<file path="src/shared/program_sequencer_regs.svh">
/*
  register offsets, widths, reset values and timing counts of the program sequencer.
  assumes inclusion by bare name from design and bench files.
*/
`ifndef PROGRAM_SEQUENCER_REGS_SVH
`define PROGRAM_SEQUENCER_REGS_SVH

// ==========================================================================
// register port
`define REG_ADDR_WIDTH       8
`define REG_DATA_WIDTH       8
`define PC_LOW_ADDR          8'h02
`define REG_READ_IDLE        8'h00

// ==========================================================================
// program counter
`define PC_LOW_WIDTH         8
`define PC_WIDTH_SMALL       10
`define PC_WIDTH_LARGE       11
`define PC_RESET_VECTOR      16'h0000
`define PC_STEP              16'h0001

// ==========================================================================
// return stack
`define STACK_DEPTH_SMALL    4
`define STACK_DEPTH_LARGE    8
`define STACK_DEPTH_MAX      16

// ==========================================================================
// instruction cycle
`define PHASE_COUNT          4

`endif

</file>
<file path="src/shared/program_sequencer_pkg.sv">
/*
  types shared by the program sequencer modules.
  assumes nothing of its surroundings.
*/
`default_nettype none

package program_sequencer_pkg;

  // ========================================================================
  // phases of one instruction cycle
  typedef enum logic [1:0] {
    PHASE_ONE,
    PHASE_TWO,
    PHASE_THREE,
    PHASE_FOUR
  } phase_t;

  // ========================================================================
  // source of the next program counter value
  typedef enum logic [2:0] {
    PC_FROM_SEQUENCE,
    PC_FROM_TARGET,
    PC_FROM_STACK,
    PC_FROM_VECTOR,
    PC_FROM_PAGE,
    PC_HOLD
  } pc_source_t;

endpackage

`default_nettype wire

</file>
<file path="src/program_sequencer_stack.sv">
/*
  program sequencer: instruction cycle phases, program counter, dummy cycles and return stack.
  assumes the decoder drives its exec inputs on this clock and holds them through phase four,
  and that interrupt logic holds its request until acknowledged.
*/
`timescale 1ns/100ps
`default_nettype none

`include "program_sequencer_regs.svh"

module program_sequencer_stack #(
  parameter int PC_WIDTH    = `PC_WIDTH_SMALL,
  parameter int STACK_DEPTH = `STACK_DEPTH_SMALL
) (
  input  wire logic                         core_clk_in,
  input  wire logic                         arst_n_in,
  // register port
  input  wire logic [`REG_ADDR_WIDTH-1:0]   reg_addr_in,
  input  wire logic [`REG_DATA_WIDTH-1:0]   reg_wdata_in,
  input  wire logic                         reg_wr_in,
  input  wire logic                         reg_rd_in,
  output logic      [`REG_DATA_WIDTH-1:0]   reg_rdata_out,
  // decoder, sampled at the end of phase four
  input  wire logic                         exec_jump_in,
  input  wire logic                         exec_call_in,
  input  wire logic                         exec_return_in,
  input  wire logic                         exec_skip_in,
  input  wire logic [PC_WIDTH-1:0]          exec_target_in,
  // interrupt logic
  input  wire logic                         irq_request_in,
  input  wire logic [PC_WIDTH-1:0]          irq_vector_in,
  output logic                              irq_ack_out,
  // program memory and phase pins
  output logic      [PC_WIDTH-1:0]          fetch_addr_out,
  output logic                              fetch_strobe_out,
  output logic                              dummy_cycle_out,
  output logic      [`PHASE_COUNT-1:0]      phase_out
);

  // ========================================================================
  // elaboration checks
  if (PC_WIDTH != `PC_WIDTH_SMALL && PC_WIDTH != `PC_WIDTH_LARGE) begin : g_bad_pc
    $error("program_sequencer_stack: unsupported program counter width");
  end
  if (STACK_DEPTH != `STACK_DEPTH_SMALL && STACK_DEPTH != `STACK_DEPTH_LARGE) begin : g_bad_sd
    $error("program_sequencer_stack: unsupported stack depth");
  end

  localparam int HIGH_WIDTH = PC_WIDTH - `PC_LOW_WIDTH;

  // ========================================================================
  // phases
  logic last_phase;

  phase_generator u_phase (
    .core_clk_in      (core_clk_in),
    .arst_n_in        (arst_n_in),
    .phase_out        (),
    .phase_onehot_out (phase_out),
    .last_phase_out   (last_phase)
  );

  // ========================================================================
  // return stack
  logic                stack_push;
  logic                stack_pop;
  logic [PC_WIDTH-1:0] stack_top;
  logic                stack_full;
  logic [PC_WIDTH-1:0] pc_reg;

  return_stack #(
    .DEPTH (STACK_DEPTH),
    .WIDTH (PC_WIDTH)
  ) u_stack (
    .core_clk_in (core_clk_in),
    .arst_n_in   (arst_n_in),
    .push_in     (stack_push),
    .pop_in      (stack_pop),
    .data_in     (pc_reg),
    .top_out     (stack_top),
    .full_out    (stack_full)
  );

  // ========================================================================
  // register decode
  logic pc_low_hit;
  logic pc_low_write;

  assign pc_low_hit   = (reg_addr_in == `PC_LOW_ADDR);
  assign pc_low_write = reg_wr_in && pc_low_hit;

  // ========================================================================
  // pending write to the program counter low byte
  logic                      page_jump_pending_reg;
  logic [`PC_LOW_WIDTH-1:0]  page_jump_data_reg;
  logic                      page_jump_now;
  logic [`PC_LOW_WIDTH-1:0]  page_jump_data;
  logic                      page_jump_taken;

  assign page_jump_now  = page_jump_pending_reg || pc_low_write;
  assign page_jump_data = pc_low_write ? reg_wdata_in : page_jump_data_reg;

  always_ff @(posedge core_clk_in or negedge arst_n_in) begin
    if (!arst_n_in) begin
      page_jump_pending_reg <= 1'b0;
    end else if (page_jump_taken) begin
      page_jump_pending_reg <= 1'b0;
    end else if (pc_low_write) begin
      page_jump_pending_reg <= 1'b1;
    end
  end

  always_ff @(posedge core_clk_in or negedge arst_n_in) begin
    if (!arst_n_in) begin
      page_jump_data_reg <= '0;
    end else if (pc_low_write) begin
      page_jump_data_reg <= reg_wdata_in;
    end
  end

  // ========================================================================
  // next program counter selection
  logic                             dummy_reg;
  program_sequencer_pkg::pc_source_t pc_source;

  always_comb begin
    pc_source = program_sequencer_pkg::PC_HOLD;
    if (last_phase) begin
      if (dummy_reg) begin
        pc_source = program_sequencer_pkg::PC_FROM_SEQUENCE;
      end else if (exec_return_in) begin
        pc_source = program_sequencer_pkg::PC_FROM_STACK;
      end else if (exec_call_in || exec_jump_in) begin
        pc_source = program_sequencer_pkg::PC_FROM_TARGET;
      end else if (page_jump_now) begin
        pc_source = program_sequencer_pkg::PC_FROM_PAGE;
      end else if (exec_skip_in) begin
        pc_source = program_sequencer_pkg::PC_FROM_SEQUENCE;
      end else if (irq_request_in && !stack_full) begin
        pc_source = program_sequencer_pkg::PC_FROM_VECTOR;
      end else begin
        pc_source = program_sequencer_pkg::PC_FROM_SEQUENCE;
      end
    end
  end

  assign page_jump_taken = (pc_source == program_sequencer_pkg::PC_FROM_PAGE);
  assign stack_pop       = (pc_source == program_sequencer_pkg::PC_FROM_STACK) && !dummy_reg;
  assign stack_push      = !dummy_reg && last_phase &&
                           ((pc_source == program_sequencer_pkg::PC_FROM_TARGET && exec_call_in) ||
                            pc_source == program_sequencer_pkg::PC_FROM_VECTOR);

  // ========================================================================
  // program counter
  logic [PC_WIDTH-1:0] pc_next;

  always_comb begin
    pc_next = pc_reg;
    unique case (pc_source)
      program_sequencer_pkg::PC_FROM_SEQUENCE: pc_next = pc_reg + PC_WIDTH'(`PC_STEP);
      program_sequencer_pkg::PC_FROM_TARGET:   pc_next = exec_target_in;
      program_sequencer_pkg::PC_FROM_STACK:    pc_next = stack_top;
      program_sequencer_pkg::PC_FROM_VECTOR:   pc_next = irq_vector_in;
      program_sequencer_pkg::PC_FROM_PAGE:     pc_next = {pc_reg[PC_WIDTH-1 -: HIGH_WIDTH],
                                                          page_jump_data};
      program_sequencer_pkg::PC_HOLD:          pc_next = pc_reg;
      default:                                 pc_next = pc_reg;
    endcase
  end

  always_ff @(posedge core_clk_in or negedge arst_n_in) begin
    if (!arst_n_in) begin
      pc_reg <= PC_WIDTH'(`PC_RESET_VECTOR);
    end else if (last_phase) begin
      pc_reg <= pc_next;
    end
  end

  // ========================================================================
  // dummy cycle marker
  always_ff @(posedge core_clk_in or negedge arst_n_in) begin
    if (!arst_n_in) begin
      dummy_reg <= 1'b0;
    end else if (last_phase) begin
      dummy_reg <= !dummy_reg &&
                   (pc_source != program_sequencer_pkg::PC_FROM_SEQUENCE || exec_skip_in) &&
                   pc_source != program_sequencer_pkg::PC_HOLD;
    end
  end

  // ========================================================================
  // interrupt acknowledge, withheld while the stack is full
  always_ff @(posedge core_clk_in or negedge arst_n_in) begin
    if (!arst_n_in) begin
      irq_ack_out <= 1'b0;
    end else begin
      irq_ack_out <= (pc_source == program_sequencer_pkg::PC_FROM_VECTOR);
    end
  end

  // ========================================================================
  // fetch side outputs
  always_ff @(posedge core_clk_in or negedge arst_n_in) begin
    if (!arst_n_in) begin
      fetch_addr_out <= PC_WIDTH'(`PC_RESET_VECTOR);
    end else if (last_phase) begin
      fetch_addr_out <= pc_next;
    end
  end

  always_ff @(posedge core_clk_in or negedge arst_n_in) begin
    if (!arst_n_in) begin
      fetch_strobe_out <= 1'b0;
    end else begin
      fetch_strobe_out <= last_phase;
    end
  end

  always_ff @(posedge core_clk_in or negedge arst_n_in) begin
    if (!arst_n_in) begin
      dummy_cycle_out <= 1'b0;
    end else if (last_phase) begin
      dummy_cycle_out <= !dummy_reg &&
                         (pc_source != program_sequencer_pkg::PC_FROM_SEQUENCE || exec_skip_in);
    end
  end

  // ========================================================================
  // register read, data in the cycle after the strobe only
  always_ff @(posedge core_clk_in or negedge arst_n_in) begin
    if (!arst_n_in) begin
      reg_rdata_out <= `REG_READ_IDLE;
    end else if (reg_rd_in && pc_low_hit) begin
      reg_rdata_out <= pc_reg[`PC_LOW_WIDTH-1:0];
    end else begin
      reg_rdata_out <= `REG_READ_IDLE;
    end
  end

endmodule // program_sequencer_stack

`default_nettype wire

</file>
<file path="src/phase_generator.sv">
/*
  splits the system clock into the four phases of an instruction cycle.
  assumes one clock and an asynchronous active-low reset.
*/
`timescale 1ns/100ps
`default_nettype none

`include "program_sequencer_regs.svh"

module phase_generator (
  input  wire logic                         core_clk_in,
  input  wire logic                         arst_n_in,
  output program_sequencer_pkg::phase_t     phase_out,
  output logic [`PHASE_COUNT-1:0]           phase_onehot_out,
  output logic                              last_phase_out
);

  // ========================================================================
  // phase sequence
  program_sequencer_pkg::phase_t phase_reg;
  program_sequencer_pkg::phase_t phase_next;

  always_comb begin
    unique case (phase_reg)
      program_sequencer_pkg::PHASE_ONE:   phase_next = program_sequencer_pkg::PHASE_TWO;
      program_sequencer_pkg::PHASE_TWO:   phase_next = program_sequencer_pkg::PHASE_THREE;
      program_sequencer_pkg::PHASE_THREE: phase_next = program_sequencer_pkg::PHASE_FOUR;
      program_sequencer_pkg::PHASE_FOUR:  phase_next = program_sequencer_pkg::PHASE_ONE;
    endcase
  end

  always_ff @(posedge core_clk_in or negedge arst_n_in) begin
    if (!arst_n_in) begin
      phase_reg <= program_sequencer_pkg::PHASE_ONE;
    end else begin
      phase_reg <= phase_next;
    end
  end

  // ========================================================================
  // one-hot copy for the pins
  always_ff @(posedge core_clk_in or negedge arst_n_in) begin
    if (!arst_n_in) begin
      phase_onehot_out <= `PHASE_COUNT'(1);
    end else begin
      phase_onehot_out <= `PHASE_COUNT'(1) << phase_next;
    end
  end

  assign phase_out      = phase_reg;
  assign last_phase_out = (phase_reg == program_sequencer_pkg::PHASE_FOUR);

endmodule // phase_generator

`default_nettype wire

</file>
<file path="src/return_stack.sv">
/*
  hardware return-address stack held in flip-flops, newest entry at index 0.
  assumes push and pop never come together and at most one per instruction cycle.
*/
`timescale 1ns/100ps
`default_nettype none

`include "program_sequencer_regs.svh"

module return_stack #(
  parameter int DEPTH = `STACK_DEPTH_SMALL,
  parameter int WIDTH = `PC_WIDTH_SMALL
) (
  input  wire logic                         core_clk_in,
  input  wire logic                         arst_n_in,
  input  wire logic                         push_in,
  input  wire logic                         pop_in,
  input  wire logic [WIDTH-1:0]             data_in,
  output logic      [WIDTH-1:0]             top_out,
  output logic                              full_out
);

  localparam int LEVEL_WIDTH = $clog2(DEPTH + 1);

  if (DEPTH < 2 || DEPTH > `STACK_DEPTH_MAX) begin : g_bad_depth
    $error("return_stack: depth out of range");
  end

  // ========================================================================
  // storage, shifted so that an overflow drops the oldest entry
  logic [WIDTH-1:0]       entry_reg [DEPTH];
  logic [LEVEL_WIDTH-1:0] level_reg;

  for (genvar i = 0; i < DEPTH; i++) begin : g_entry
    always_ff @(posedge core_clk_in or negedge arst_n_in) begin
      if (!arst_n_in) begin
        entry_reg[i] <= '0;
      end else if (push_in) begin
        entry_reg[i] <= (i == 0) ? data_in : entry_reg[(i == 0) ? 0 : i - 1];
      end else if (pop_in) begin
        entry_reg[i] <= (i == DEPTH - 1) ? entry_reg[i] : entry_reg[(i == DEPTH - 1) ? i : i + 1];
      end
    end
  end

  // ========================================================================
  // stack pointer, level zero (empty) after reset
  always_ff @(posedge core_clk_in or negedge arst_n_in) begin
    if (!arst_n_in) begin
      level_reg <= '0;
    end else if (push_in && level_reg != LEVEL_WIDTH'(DEPTH)) begin
      level_reg <= level_reg + LEVEL_WIDTH'(1);
    end else if (pop_in && level_reg != '0) begin
      level_reg <= level_reg - LEVEL_WIDTH'(1);
    end
  end

  assign top_out  = entry_reg[0];
  assign full_out = (level_reg == LEVEL_WIDTH'(DEPTH));

endmodule // return_stack

`default_nettype wire

</file>
<file path="config.mk">
export PLATFORM = sky130hd
export DESIGN_NAME = program_sequencer_stack
export DESIGN_NICKNAME = d
export VERILOG_FILES = /design/src/shared/program_sequencer_pkg.sv /design/src/program_sequencer_stack.sv /design/src/phase_generator.sv /design/src/return_stack.sv
export VERILOG_INCLUDE_DIRS = /design/src /design/src/shared
export SDC_FILE = /design/constraint.sdc
export NUM_CORES = 1
export LEC_CHECK = 0
export BUFFER_PORTS_ARGS = -buffer_cell sky130_fd_sc_hd__buf_2
export CAP_MARGIN = 20
export CELL_PAD_IN_SITES_DETAIL_PLACEMENT = 0
export CELL_PAD_IN_SITES_GLOBAL_PLACEMENT = 1
export CORE_ASPECT_RATIO = 2
export CORE_MARGIN = 2
export CORE_UTILIZATION = 48
export CTS_CLUSTER_DIAMETER = 60
export DETAILED_ROUTE_END_ITERATION = 8
export PLACE_DENSITY = 0.95
export SETUP_SLACK_MARGIN = 0.02
export SLEW_MARGIN = 20
export SYNTH_ARGS = -nofsm -noshare
export SYNTH_HDL_FRONTEND = slang
export SYNTH_HIERARCHICAL = 1
export SYNTH_SLANG_ARGS = --single-unit
</file>
<file path="constraint.sdc">
create_clock -name core_clk_in -period 5 [get_ports core_clk_in]
set_input_delay 0.25 -clock core_clk_in [delete_from_list [all_inputs] [get_ports core_clk_in]]
set_output_delay 0.25 -clock core_clk_in [all_outputs]
set_load 0.05 [all_outputs]
</file>
# Word level (Yosys, flattened, before mapping)
# Cells that the tools add are included.
# word_totals
word_cells	81
out_inout_bits	25
input_bits	45
reg_bits	80
# classes
bitwise	1
shift	1
n_eq_ne	11
reduce_logical	28
n_mux	21
add_sub_neg	3
# ops
cell	n
2-to-1 mux 10 bit	6
one-hot mux 10 bit (5 select lines)	1
2-to-1 mux 3 bit	7
2-to-1 mux 8 bit	2
logical AND 1 bit	11
adder 10 x 1 -> 10 bit, second input constant	1
== test 8 x 2 -> 1 bit, second input constant	1
one-hot mux 2 bit (4 select lines)	1
== test 3 x 2 -> 1 bit, second input constant	2
== test 3 bit, second input constant	2
inequality test 3 bit, second input constant	2
nonzero test 2 bit	3
nonzero test 3 bit	2
nonzero test 5 bit	1
== test 2 bit, second input constant	2
logical OR 1 bit	4
2-to-1 mux 2 bit	2
nonzero test 4 bit	1
<< shifter 1 x 2 -> 4 bit, first input constant	1
adder 3 x 1 -> 3 bit, second input constant	1
== test 3 x 1 -> 1 bit, second input constant	1
zero test 3 bit	1
AND reduction 3 bit	1
subtractor 3 x 1 -> 3 bit, second input constant	1
other kinds (6)	8

# Longest topological paths before layout
# Gate-level depths: netlist of run 1.
# depth
word_depth	16
mapped_depth	13
ltp_nobuf	10

# By module
# The synthesis of run 1 kept the hierarchy.
# by_module_without_submodules
module	cells_each	instances	seq_area_each_um2	area_each_um2
return_stack	186	1	1076.0	2114.5
program_sequencer_stack	203	1	775.7	1973.1
phase_generator	13	1	151.4	215.2

# Worst setup path after synthesis of run 1
# OpenSTA, ideal clock, no wires.
# synth_path
path_kind	register to register
from	reg u_phase.phase_reg[0], in the netlist u_phase/phase_out[0]
to	reg u_stack.level_reg[2]
setup_ns	0.094
n_path_buf	3
t_required_ns	4.906
arrival_time_ns	3.153
stages_incl_launch_ff	14
path_slack_ns	1.754
synth_period_minus_slack_ns	3.246
cell_sequence	dfrtp_1 ha_1 clkbuf_1 nor2b_1 nand3_1 nor3_2 a21o_1 buf_6 buf_4 o21ai_0 fa_1 and2b_1 nor3_1 a221oi_2
# synth_via
elab_chain_len	8
word_cells_on_any_way	14
cone_classes	4 x eq/ne; 2 x mux; 8 x reduce/logical
# synth_lines
element	line	source
start, declared	phase_generator.sv:20	program_sequencer_pkg::phase_t phase_reg;
start signal, assigned	phase_generator.sv:34	phase_reg <= program_sequencer_pkg::PHASE_ONE;
start signal, assigned	phase_generator.sv:36	phase_reg <= phase_next;
== test 2 bit (*)	phase_generator.sv:51	assign last_phase_out = (phase_reg == program_sequencer_pkg::PHASE_FOUR);
via last_phase	program_sequencer_stack.sv:53	logic last_phase;
2-to-1 mux 3 bit	program_sequencer_stack.sv:128	if (last_phase) begin
== test 3 x 1 -> 1 bit	program_sequencer_stack.sv:150	((pc_source == program_sequencer_pkg::PC_FROM_TARGET && exec_call_in) ||
logical AND 1 bit	program_sequencer_stack.sv:150	
logical OR 1 bit	program_sequencer_stack.sv:150	
logical AND 1 bit (*)	program_sequencer_stack.sv:149	assign stack_push = !dummy_reg && last_phase &&
via stack_push	program_sequencer_stack.sv:65	logic stack_push;
logical AND 1 bit (*)	return_stack.sv:51	end else if (push_in && level_reg != LEVEL_WIDTH'(DEPTH)) begin
2-to-1 mux 3 bit or nonzero test 2 bit (tied branches)	n/a	
end signal, assigned	return_stack.sv:52	level_reg <= level_reg + LEVEL_WIDTH'(1);
end signal, assigned	return_stack.sv:54	level_reg <= level_reg - LEVEL_WIDTH'(1);
end, declared	return_stack.sv:32	logic [LEVEL_WIDTH-1:0] level_reg;
# Mark *: on every way through the listed nets, which the timed path passes. The rest lies on a longest branch.
# A chain may end at the register's enable or synchronous reset.

# Worst setup path in the final report of run 1
# Same ends and word-level chain as after synthesis.

==> flow_summary.ini, run 1 <==
[floorplan]
rows = 48
coreArea_um2 = 8650
die_w_um = 71.0
io_pins = 70
dieArea_um2 = 9780
die_h_um = 138
start_util_pct = 49.8

[routing]
wl_mm = 9.89
vias_per_cell = 5.71
wl_per_cell_um = 17.5
antenna_left = 0
via_count = 3219
dr.pass1.iters = 5
drtIter0Drc = 234
drc_errors = 0

[sta]
period_minus_slack_ns = 3.24
maxSlewViolCount = 0
fmax_mhz = 308
fin_skew_ns = 0.00609
max_slew.worst_pin.slew_ns = 0.732
finalHoldViolCount = 63
grt_setup_unrepaired = no
setup-tns-final_ns = 0
period_share_pct = 64.8
setup_viol = 0
holdWs_ns = -0.0763
slew_headroom_pct = 51.2

[worst_setup_path]
r2r_start = u_phase/phase_out[0]
criticalPathCategory = register to register
r2r-end = u_stack/level_reg[2]
cp_max_fo = 23
worstRegToRegCells = 11
end_kind = register
rrSetupSlack_ns = 1.76
crit_required_ns = 5.24
startpoint_type = register
critPathArrivalTime_ns = 3.49

[synth]
synth.distinct_cells = 69
synthMostInstantiatedCell = dfrtp_1
synth_common_cells = 79 x dfrtp_1, 50 x nand2_1, 32 x mux2i_1
synth.cell_area_um2 = 4300
yosys.area.top_type = dfrtp_1
yosys_most_used_dff = dfrtp_1
async_flop_share_pct = 100
synth-edff-count = 0
ys_ff_latch = 80
avgSynthCellArea_um2 = 10.7
syn_nets = 453
ys_seq_area_share_pct = 46.6
yosys_warnings = 6
netlist.area_leader.share_pct = 45.9
syn-instance-count = 402
ys_top_cells_by_area = dfrtp_1 46%, mux2i_1 7.4%, nand2_1 4.4%, mux2_2 4.2%, o21ai_1 3.3%

[global_routing]
grt-ovfl-total = 0
grt_pass1_vias = 3297
antenna_found_initial = 0
grt_max_degree = 81
grt_pass1_wl_mm = 16.1
track_usage_pct = 21.5

[layout]
area_growth_pct = 12.9
multi_input_area_um2 = 2020
seqCellArea_um2 = 2000
largest_reg_flops = 30
stdcell_area_um2 = 4860
antenna_cells = 0
fill_cells = 808
drive_gt1_share_pct = 27.8
final_core_util_pct = 56.2
final_nets = 510

[pwr]
power_density_nw_per_um2 = 414
static-leakage-power_nw = 2.16
ir_worst_vdd_mv = 0.236

[place]
dpl-instance-area_um2 = 4570
hpwlAfterDp_mm = 7.33
io_buffers = 69
gp_congestion = 0.931

[cts]
numCtsBuffers = 9
clk_pin_slew_ns = 0.06
holdBufCountCts = 0
htree_levels = 3
clk-insertion-delay-late_ns = 0.33
clock_sinks = 80
cts_setup_buffers = 0
cts_tree = done
cts_root_buffer = clkbuf_16
cts_buffer_depth = 2
ctsResizeCount = 0

[hold_path]
hold_path_class = primary input to async pin

[outcome]
violations = hold timing
status = complete, but fails checks

[job]
cap_violations = 0
[how the worst max path moves through the flow]
stage	start	to	cells past startpoint
finish	u_phase/phase_out[0]	u_stack/level_reg[2]	11
global route	u_phase/phase_out[0]	u_stack/level_reg[2]	11
CTS	u_phase/phase_out[0]	u_stack/level_reg[2]	11
detailed placement	u_phase/phase_out[0]	u_stack/level_reg[2]	11
global placement	u_phase/phase_out[0]	u_stack/level_reg[2]	11
floorplan	u_phase/phase_out[0]	u_stack/level_reg[2]	13
[final cells by class]
class                      count  area share [%]
inverter                      11           0.850
sequential                    80            41.2
multi-input combinational    284            41.7
clock buffer                  11            5.00
tap                          100            2.58
timing repair buffer          73            7.86
clock inverter                 5           0.824
[placed cells by master, fill, tap and decap left out, types with 6 or more instances in the layout]
master and instances:
mux2_2 16, a21oi_1 8, nor2_1 15, nand3_1 11, o21ai_1 28, o211ai_1 6
inv_1 11, nand2_1 50, mux2i_1 32, o21ai_0 16, and2_1 8, dfrtp_1 79
buf_2 68, clkbuf_16 9
[critical path, cell delays in order (launching register included)]
cell and delay (ns):
dfrtp_1 0.38, ha_1 0.16, buf_4 0.24, nor2b_1 0.31, nand3_1 0.30, nor3_2 0.46, a21o_2 0.17, o21ai_0 0.11
fa_1 0.50, and2b_1 0.25, nor3_1 0.06, a221oi_2 0.19
[report_power, final]
group	total, mW	switching [mW]	internal [mW]
clock	0.614	0.261	0.353
sequential	0.906	0.157	0.749
combinational	0.490	0.302	0.188
total	2.01	0.720	1.29
[cells by family (layout without fill, tap and decap cells)]
family | after synthesis | after routing | share of synthesized area [%]
and+or+nand+nor | 129 | 129 | 16.7
AOI/OAI and AO/OA | 99 | 99 | 16.1
DFF | 80 | 80 | 46.6
muxes | 49 | 49 | 12.0
buffers and inverters | 38 | 100 | 6.57
adders and majority gates | 6 | 6 | 1.92
xor gates and xnor gates | 1 | 1 | 0.204
[stage by stage]
step                      power (mW)  instances  worst slack (ns)
after global routing            2.11        564              1.55
after detailed placement        1.40        548              1.80
after floorplan                 1.26        402              1.75
after global placement          1.38        548              1.95
final                           2.01        564              1.76
after CTS                       2.03        564              1.78
[layer usage]
layer,vias up,track usage [%],part of all wire (%)
li1,1555,-,-
met1,1563,24.0,37
met2,83,38.2,56
met3,18,4.58,4.0
met4,0,10.8,2.6
met5,-,0,0
Note: power is estimated with default switching activity, not from simulation.
==> run 2: changes to the inputs <==
--- a/config.mk
+++ b/config.mk
@@ -12,10 +12,10 @@
 export CELL_PAD_IN_SITES_GLOBAL_PLACEMENT = 1
 export CORE_ASPECT_RATIO = 2
 export CORE_MARGIN = 2
-export CORE_UTILIZATION = 48
+export CORE_UTILIZATION = 44
 export CTS_CLUSTER_DIAMETER = 60
 export DETAILED_ROUTE_END_ITERATION = 8
-export PLACE_DENSITY = 0.95
+export PLACE_DENSITY = 0.89
 export SETUP_SLACK_MARGIN = 0.02
 export SLEW_MARGIN = 20
 export SYNTH_ARGS = -nofsm -noshare
==> constraint.sdc (replaced) <==
create_clock -name core_clk_in -period 3 [get_ports core_clk_in]
set_input_delay 0.15 -clock core_clk_in [delete_from_list [all_inputs] [get_ports core_clk_in]]
set_output_delay 0.15 -clock core_clk_in [all_outputs]
set_load 0.05 [all_outputs]
==> run 2 against run 1 <==
  * The flow now finishes without violations
  * Via count increased by 1.2%
  * Global-route usage decreased by 0.69 points
  * First-iteration DRC count decreased by 24%
  * Clock power increased by 84%
  * Routed wire length increased by 4.0%
  * Sequential cell count unchanged
  * Clock skew about the same
  * Total power increased by 73%
  * Worst setup slack got worse by 1.5 ns
  * Maximum frequency increased by 18%
  * Sequential power increased by 67%
==> flow_summary.ini, run 2 (synthesized netlist as in run 1, its figures left out) <==
[layout]
antenna_cells = 0
multi_input_area_um2 = 2040
layout_commonest_cell = dfrtp_1
final_nets = 517
area_growth_pct = 16.9
most-common-layout-cells = 79 x dfrtp_1, 68 x buf_2, 50 x nand2_1
largest_reg_flops = 30
fill_cells = 886
final_core_util_pct = 52.2
drive_gt1_share_pct = 29.5
stdcell_count = 603
seqCellArea_um2 = 2000

[cts]
cts_setup_buffers = 0
cts_root_buffer = clkbuf_16
clk_pin_slew_ns = 0.06
htree_levels = 3
cts_tree = done
numCtsBuffers = 9
clock_sinks = 80
clk-insertion-delay-late_ns = 0.33
cts_buffer_depth = 2

[worst_setup_path]
critPathBufInv = 0
path_cells = nand2b_4 > nor2_1 > or4b_4 > nor3_4 > a21o_2 > o21ai_1 > fa_2 > and2b_1 > nor3_1 > a221oi_2
cp_top_family = simple AND/OR/NAND/NOR gates
crit_required_ns = 3.24
critPathArrivalTime_ns = 2.98
r2r-end = u_stack/level_reg[2]
rrSetupSlack_ns = 0.26
worstRegToRegCells = 10
r2r_start = u_stack/level_reg[0]
criticalPathCategory = register to register
slowest_delay_ns = 0.61
end_kind = register
startpoint_type = register
cp_max_fo = 6
cp_slowest_cell = or4b_4

[hold_path]
worstHoldPathCells = 3
hold_path_class = primary input to register
hold_path_end = page_jump_data_reg[1]
min_from = reg_wdata_in[1]

[global_routing]
grt_pass1_vias = 3313
antenna_found_initial = 0
grt_pass1_wl_mm = 16.7
grt-ovfl-total = 0
track_usage_pct = 20.8
grt_max_degree = 81

[floorplan]
die_h_um = 144
coreArea_um2 = 9640
start_util_pct = 44.7
rows = 51
die_w_um = 73.9
io_pins = 70
dieArea_um2 = 10600

[sta]
fmax_mhz = 365
grt_setup_unrepaired = no
max_slew.worst_pin.slew_ns = 0.735
fin_skew_ns = 0.00611
period_minus_slack_ns = 2.74
period_share_pct = 91.4
setup-tns-final_ns = 0
finalHoldViolCount = 0
setup_viol = 0
slew_headroom_pct = 51.0
maxSlewViolCount = 0

[routing]
drtIter0Drc = 178
wl_mm = 10.3
drc_errors = 0
vias_per_cell = 5.40
wl_per_cell_um = 17.1
antenna_left = 0
via_count = 3259
dr.pass1.iters = 4

[job]
cap_violations = 0

[pwr]
power.switching_mw = 1.21
power_density_nw_per_um2 = 692
clkPwrFrac_pct = 32.5
static-leakage-power_nw = 2.22
p_seq_share_pct = 43.3
ir_worst_vdd_mv = 0.358
combPwrFrac_pct = 24.2
swShare_pct = 34.7
internal_power_mw = 2.27

[place]
placed_cells = 586
io_buffers = 69
hpwlAfterDp_mm = 7.54
gp_congestion = 0.905

[outcome]
status = finished, final reports clean
[run 2: how the worst max path moves through the flow]
stage	start	end	slack (ns)	depth (start not counted)
after floorplan	u_stack/level_reg[0]	u_stack/level_reg[2]	0.02	12
after global placement	u_stack/level_reg[0]	u_stack/level_reg[2]	0.33	10
after detailed placement	u_stack/level_reg[0]	u_stack/level_reg[2]	0.26	10
after CTS	u_stack/level_reg[0]	u_stack/level_reg[2]	0.24	10
after global routing	u_stack/level_reg[0]	u_stack/level_reg[2]	0.05	10
final	u_stack/level_reg[0]	u_stack/level_reg[2]	0.26	10
[run 2: stage by stage]
step | hold WS (ns) | power, mW | instance area, um2 | worst slack [ns]
6_report | 0.0198 | 3.48 | 5030 | 0.259
5_1_grt | 0.0303 | 3.66 | 5030 | 0.0481
4_1_cts | 0.0136 | 3.51 | 5020 | 0.244
3_5_place_dp | 0.364 | 2.37 | 4700 | 0.264
3_3_place_gp | 0.355 | 2.34 | 4700 | 0.326
2_1_floorplan | -0.146 | 2.12 | 4330 | 0.0201
[run 2: worst register-to-register path: stages, from the launching register on]
cell and delay (ns):
dfrtp_1 0.46, nand2b_4 0.19, nor2_1 0.06, or4b_4 0.61, nor3_4 0.19, a21o_2 0.15
o21ai_1 0.10, fa_2 0.42, and2b_1 0.24, nor3_1 0.06, a221oi_2 0.17
[run 2: final cells by class]
| cell class | instances | area share [%] |
|---|---|---|
| clock buffers | 11 | 5.02 |
| clock inverters | 5 | 1.24 |
| multi-input cells | 284 | 40.6 |
| well taps | 132 | 3.28 |
| repair buffers | 80 | 9.18 |
| inverters | 11 | 0.821 |
| flip-flops and latches | 80 | 39.8 |
[run 2: power by group through the flow]
stage	combinational, mW	clock [mW]	sequential (mW)
final	0.843	1.13	1.51
after global placement	0.829	0	1.52
after CTS	0.848	1.16	1.51
after global routing	0.920	1.20	1.54
after detailed placement	0.842	0	1.53
after floorplan	0.467	0	1.66
[run 2: what timing repair did]
item,CTS,global route
resized for setup,0,0
hold endpoints to repair,0,79
hold buffers,0,1
[run 2: routing by layer]
layer  share of wire (%)  GRT usage (%)  wire (um)
met5                   0              0          0
met4                 5.3           13.5        544
met3                 3.7           3.37        382
met2                  53           34.7       5490
met1                  38           24.0       3870
==> run 3: changes to the inputs <==
==> constraint.sdc (replaced) <==
create_clock -name core_clk_in -period 3 [get_ports core_clk_in]
set_input_delay 0.9 -clock core_clk_in [delete_from_list [all_inputs] [get_ports core_clk_in]]
set_output_delay 0.9 -clock core_clk_in [all_outputs]
set_load 0.05 [all_outputs]
==> run 3 against run 2 <==
  * Core utilization rose by 0.53 points
  * Critical endpoint unchanged
  * Final area is 1.0% higher
  * Register-to-register slack about the same
  * Clock skew rose by 0.00089 ns
  * Global-route usage is 0.21 points higher
  * Maximum frequency about the same
==> flow_summary.ini, run 3 (synthesized netlist as in run 1, its figures left out) <==
[pwr]
internal_power_mw = 2.14
clkPwrFrac_pct = 30.4
swShare_pct = 36.4
combPwrFrac_pct = 24.6
ir_worst_vdd_mv = 0.447
power_density_nw_per_um2 = 662
power.switching_mw = 1.23
static-leakage-power_nw = 2.27
p_seq_share_pct = 45.0

[global_routing]
track_usage_pct = 21.0
grt_max_degree = 77
grt-ovfl-total = 0
antenna_found_initial = 0
grt_pass1_vias = 3359
grt_pass1_wl_mm = 16.8

[hold_path]
hold_path_class = register to register

[layout]
area_growth_pct = 18.1
fill_cells = 867
layout_commonest_cell = dfrtp_1
final_nets = 528
seqCellArea_um2 = 2000
drive_gt1_share_pct = 32.2
multi_input_area_um2 = 2060
largest_reg_flops = 30
final_core_util_pct = 52.7
most-common-layout-cells = 79 x dfrtp_1, 68 x buf_2, 50 x nand2_1
antenna_cells = 0

[cts]
clock_sinks = 80
htree_levels = 3
numCtsBuffers = 9
clk_pin_slew_ns = 0.06
holdBufCountCts = 0
ctsResizeCount = 0
cts_buffer_depth = 2
clk-insertion-delay-late_ns = 0.34
cts_tree = done
cts_setup_buffers = 0
cts_root_buffer = clkbuf_16

[sta]
finalHoldViolCount = 0
fin_skew_ns = 0.00700
setup_viol = 0
grt_setup_unrepaired = no
slew_headroom_pct = 63.2
fmax_mhz = 365
period_minus_slack_ns = 2.74
setup_ws_ns = 0.257
maxSlewViolCount = 0
setup-tns-final_ns = 0
period_share_pct = 91.4
max_slew.worst_pin.slew_ns = 0.549

[place]
io_buffers = 69
place_ws_ns = 0.0376
gp_congestion = 0.937
hpwlAfterDp_mm = 7.84

[floorplan]
start_util_pct = 44.7
io_pins = 70
rows = 51
coreArea_um2 = 9640
dieArea_um2 = 10600
die_h_um = 144
die_w_um = 73.9

[routing]
vias_per_cell = 5.40
via_count = 3318
m1WireLength_mm = 3.88
dr.pass1.iters = 4
drc_errors = 0
met3_length_um = 398
wl_met2_mm = 5.59
wl_mm = 10.3
antenna_left = 0
wl_per_cell_um = 16.8
drtIter0Drc = 197
highest_layer = met4

[job]
cap_violations = 0

[worst_setup_path]
cp_max_fo = 6
crit_required_ns = 3.25
end_kind = register
criticalPathCategory = register to register
critPathArrivalTime_ns = 2.99
startpoint_type = register

[outcome]
status = finished, final reports clean
[run 3: changes by cell type in the layout (fill, tap and decap cells not counted), moves of 2 or more]
| cell | change |
|---|---|
| nor3_2 | +2 |
| nor3_1 | -2 |
| clkbuf_8 | -2 |
| buf_4 | +13 |
| clkinv_2 | +2 |
[run 3: layer usage]
| metal | GRT usage [%] | vias to the layer above |
|---|---|---|
| met1 | 22.9 | 1607 |
| met3 | 4.07 | 27 |
| met5 | 0 | - |
| met2 | 37.3 | 92 |
| met4 | 10.9 | 0 |
| li1 | - | 1592 |
[run 3: critical path, cell delays in order (launching register included)]
cell	delay, ns
dfrtp_1	0.46
nand2b_1	0.23
nor2_1	0.09
or4b_4	0.56
nor3_4	0.21
a21o_2	0.16
o21ai_2	0.07
fa_2	0.39
and2b_1	0.25
nor3_2	0.05
a221oi_2	0.18
[run 3: path summary, 6_finish.rpt]
check | cells past startpoint | start | end | slack [ns]
max | 10 | u_stack/level_reg[0] | u_stack/level_reg[2] | 0.26
min | 2 | page_jump_data_reg[5] | page_jump_data_reg[5] | 0.48
max reg2reg | 10 | u_stack/level_reg[0] | u_stack/level_reg[2] | 0.26
min reg2reg | 2 | page_jump_data_reg[5] | page_jump_data_reg[5] | 0.48
max in group asynchronous | 2 | arst_n_in | u_stack/top_out[2] | 1.83
min in group asynchronous | 1 | arst_n_in | u_stack/entry_reg[9] | 0.53
[run 3: per-stage QoR]
step                      instance area (um2)  total power, mW  instances  hold WS, ns
final                                    5080             3.37        614        0.476
after global routing                     5080             3.53        614        0.503
after CTS                                5080             3.40        614        0.480
after detailed placement                 4800             2.36        598        0.464
after global placement                   4800             2.33        598        0.455
after floorplan                          4340             2.12        402        0.437
[run 3: area by class of cell]
class	count	share of cell area, %
repair buffers	91	10.6
multi-input cells	284	40.4
flip-flops and latches	80	39.4
clock buffers	9	4.43
inverters	11	0.812
well taps	132	3.25
clock inverters	7	1.06
[run 3: power by group through the flow]
stage,logic [mW],registers (mW),clock network [mW]
floorplan,0.462,1.65,0
global placement,0.808,1.52,0
detailed placement,0.830,1.53,0
CTS,0.833,1.51,1.05
global route,0.902,1.54,1.08
finish,0.826,1.52,1.02
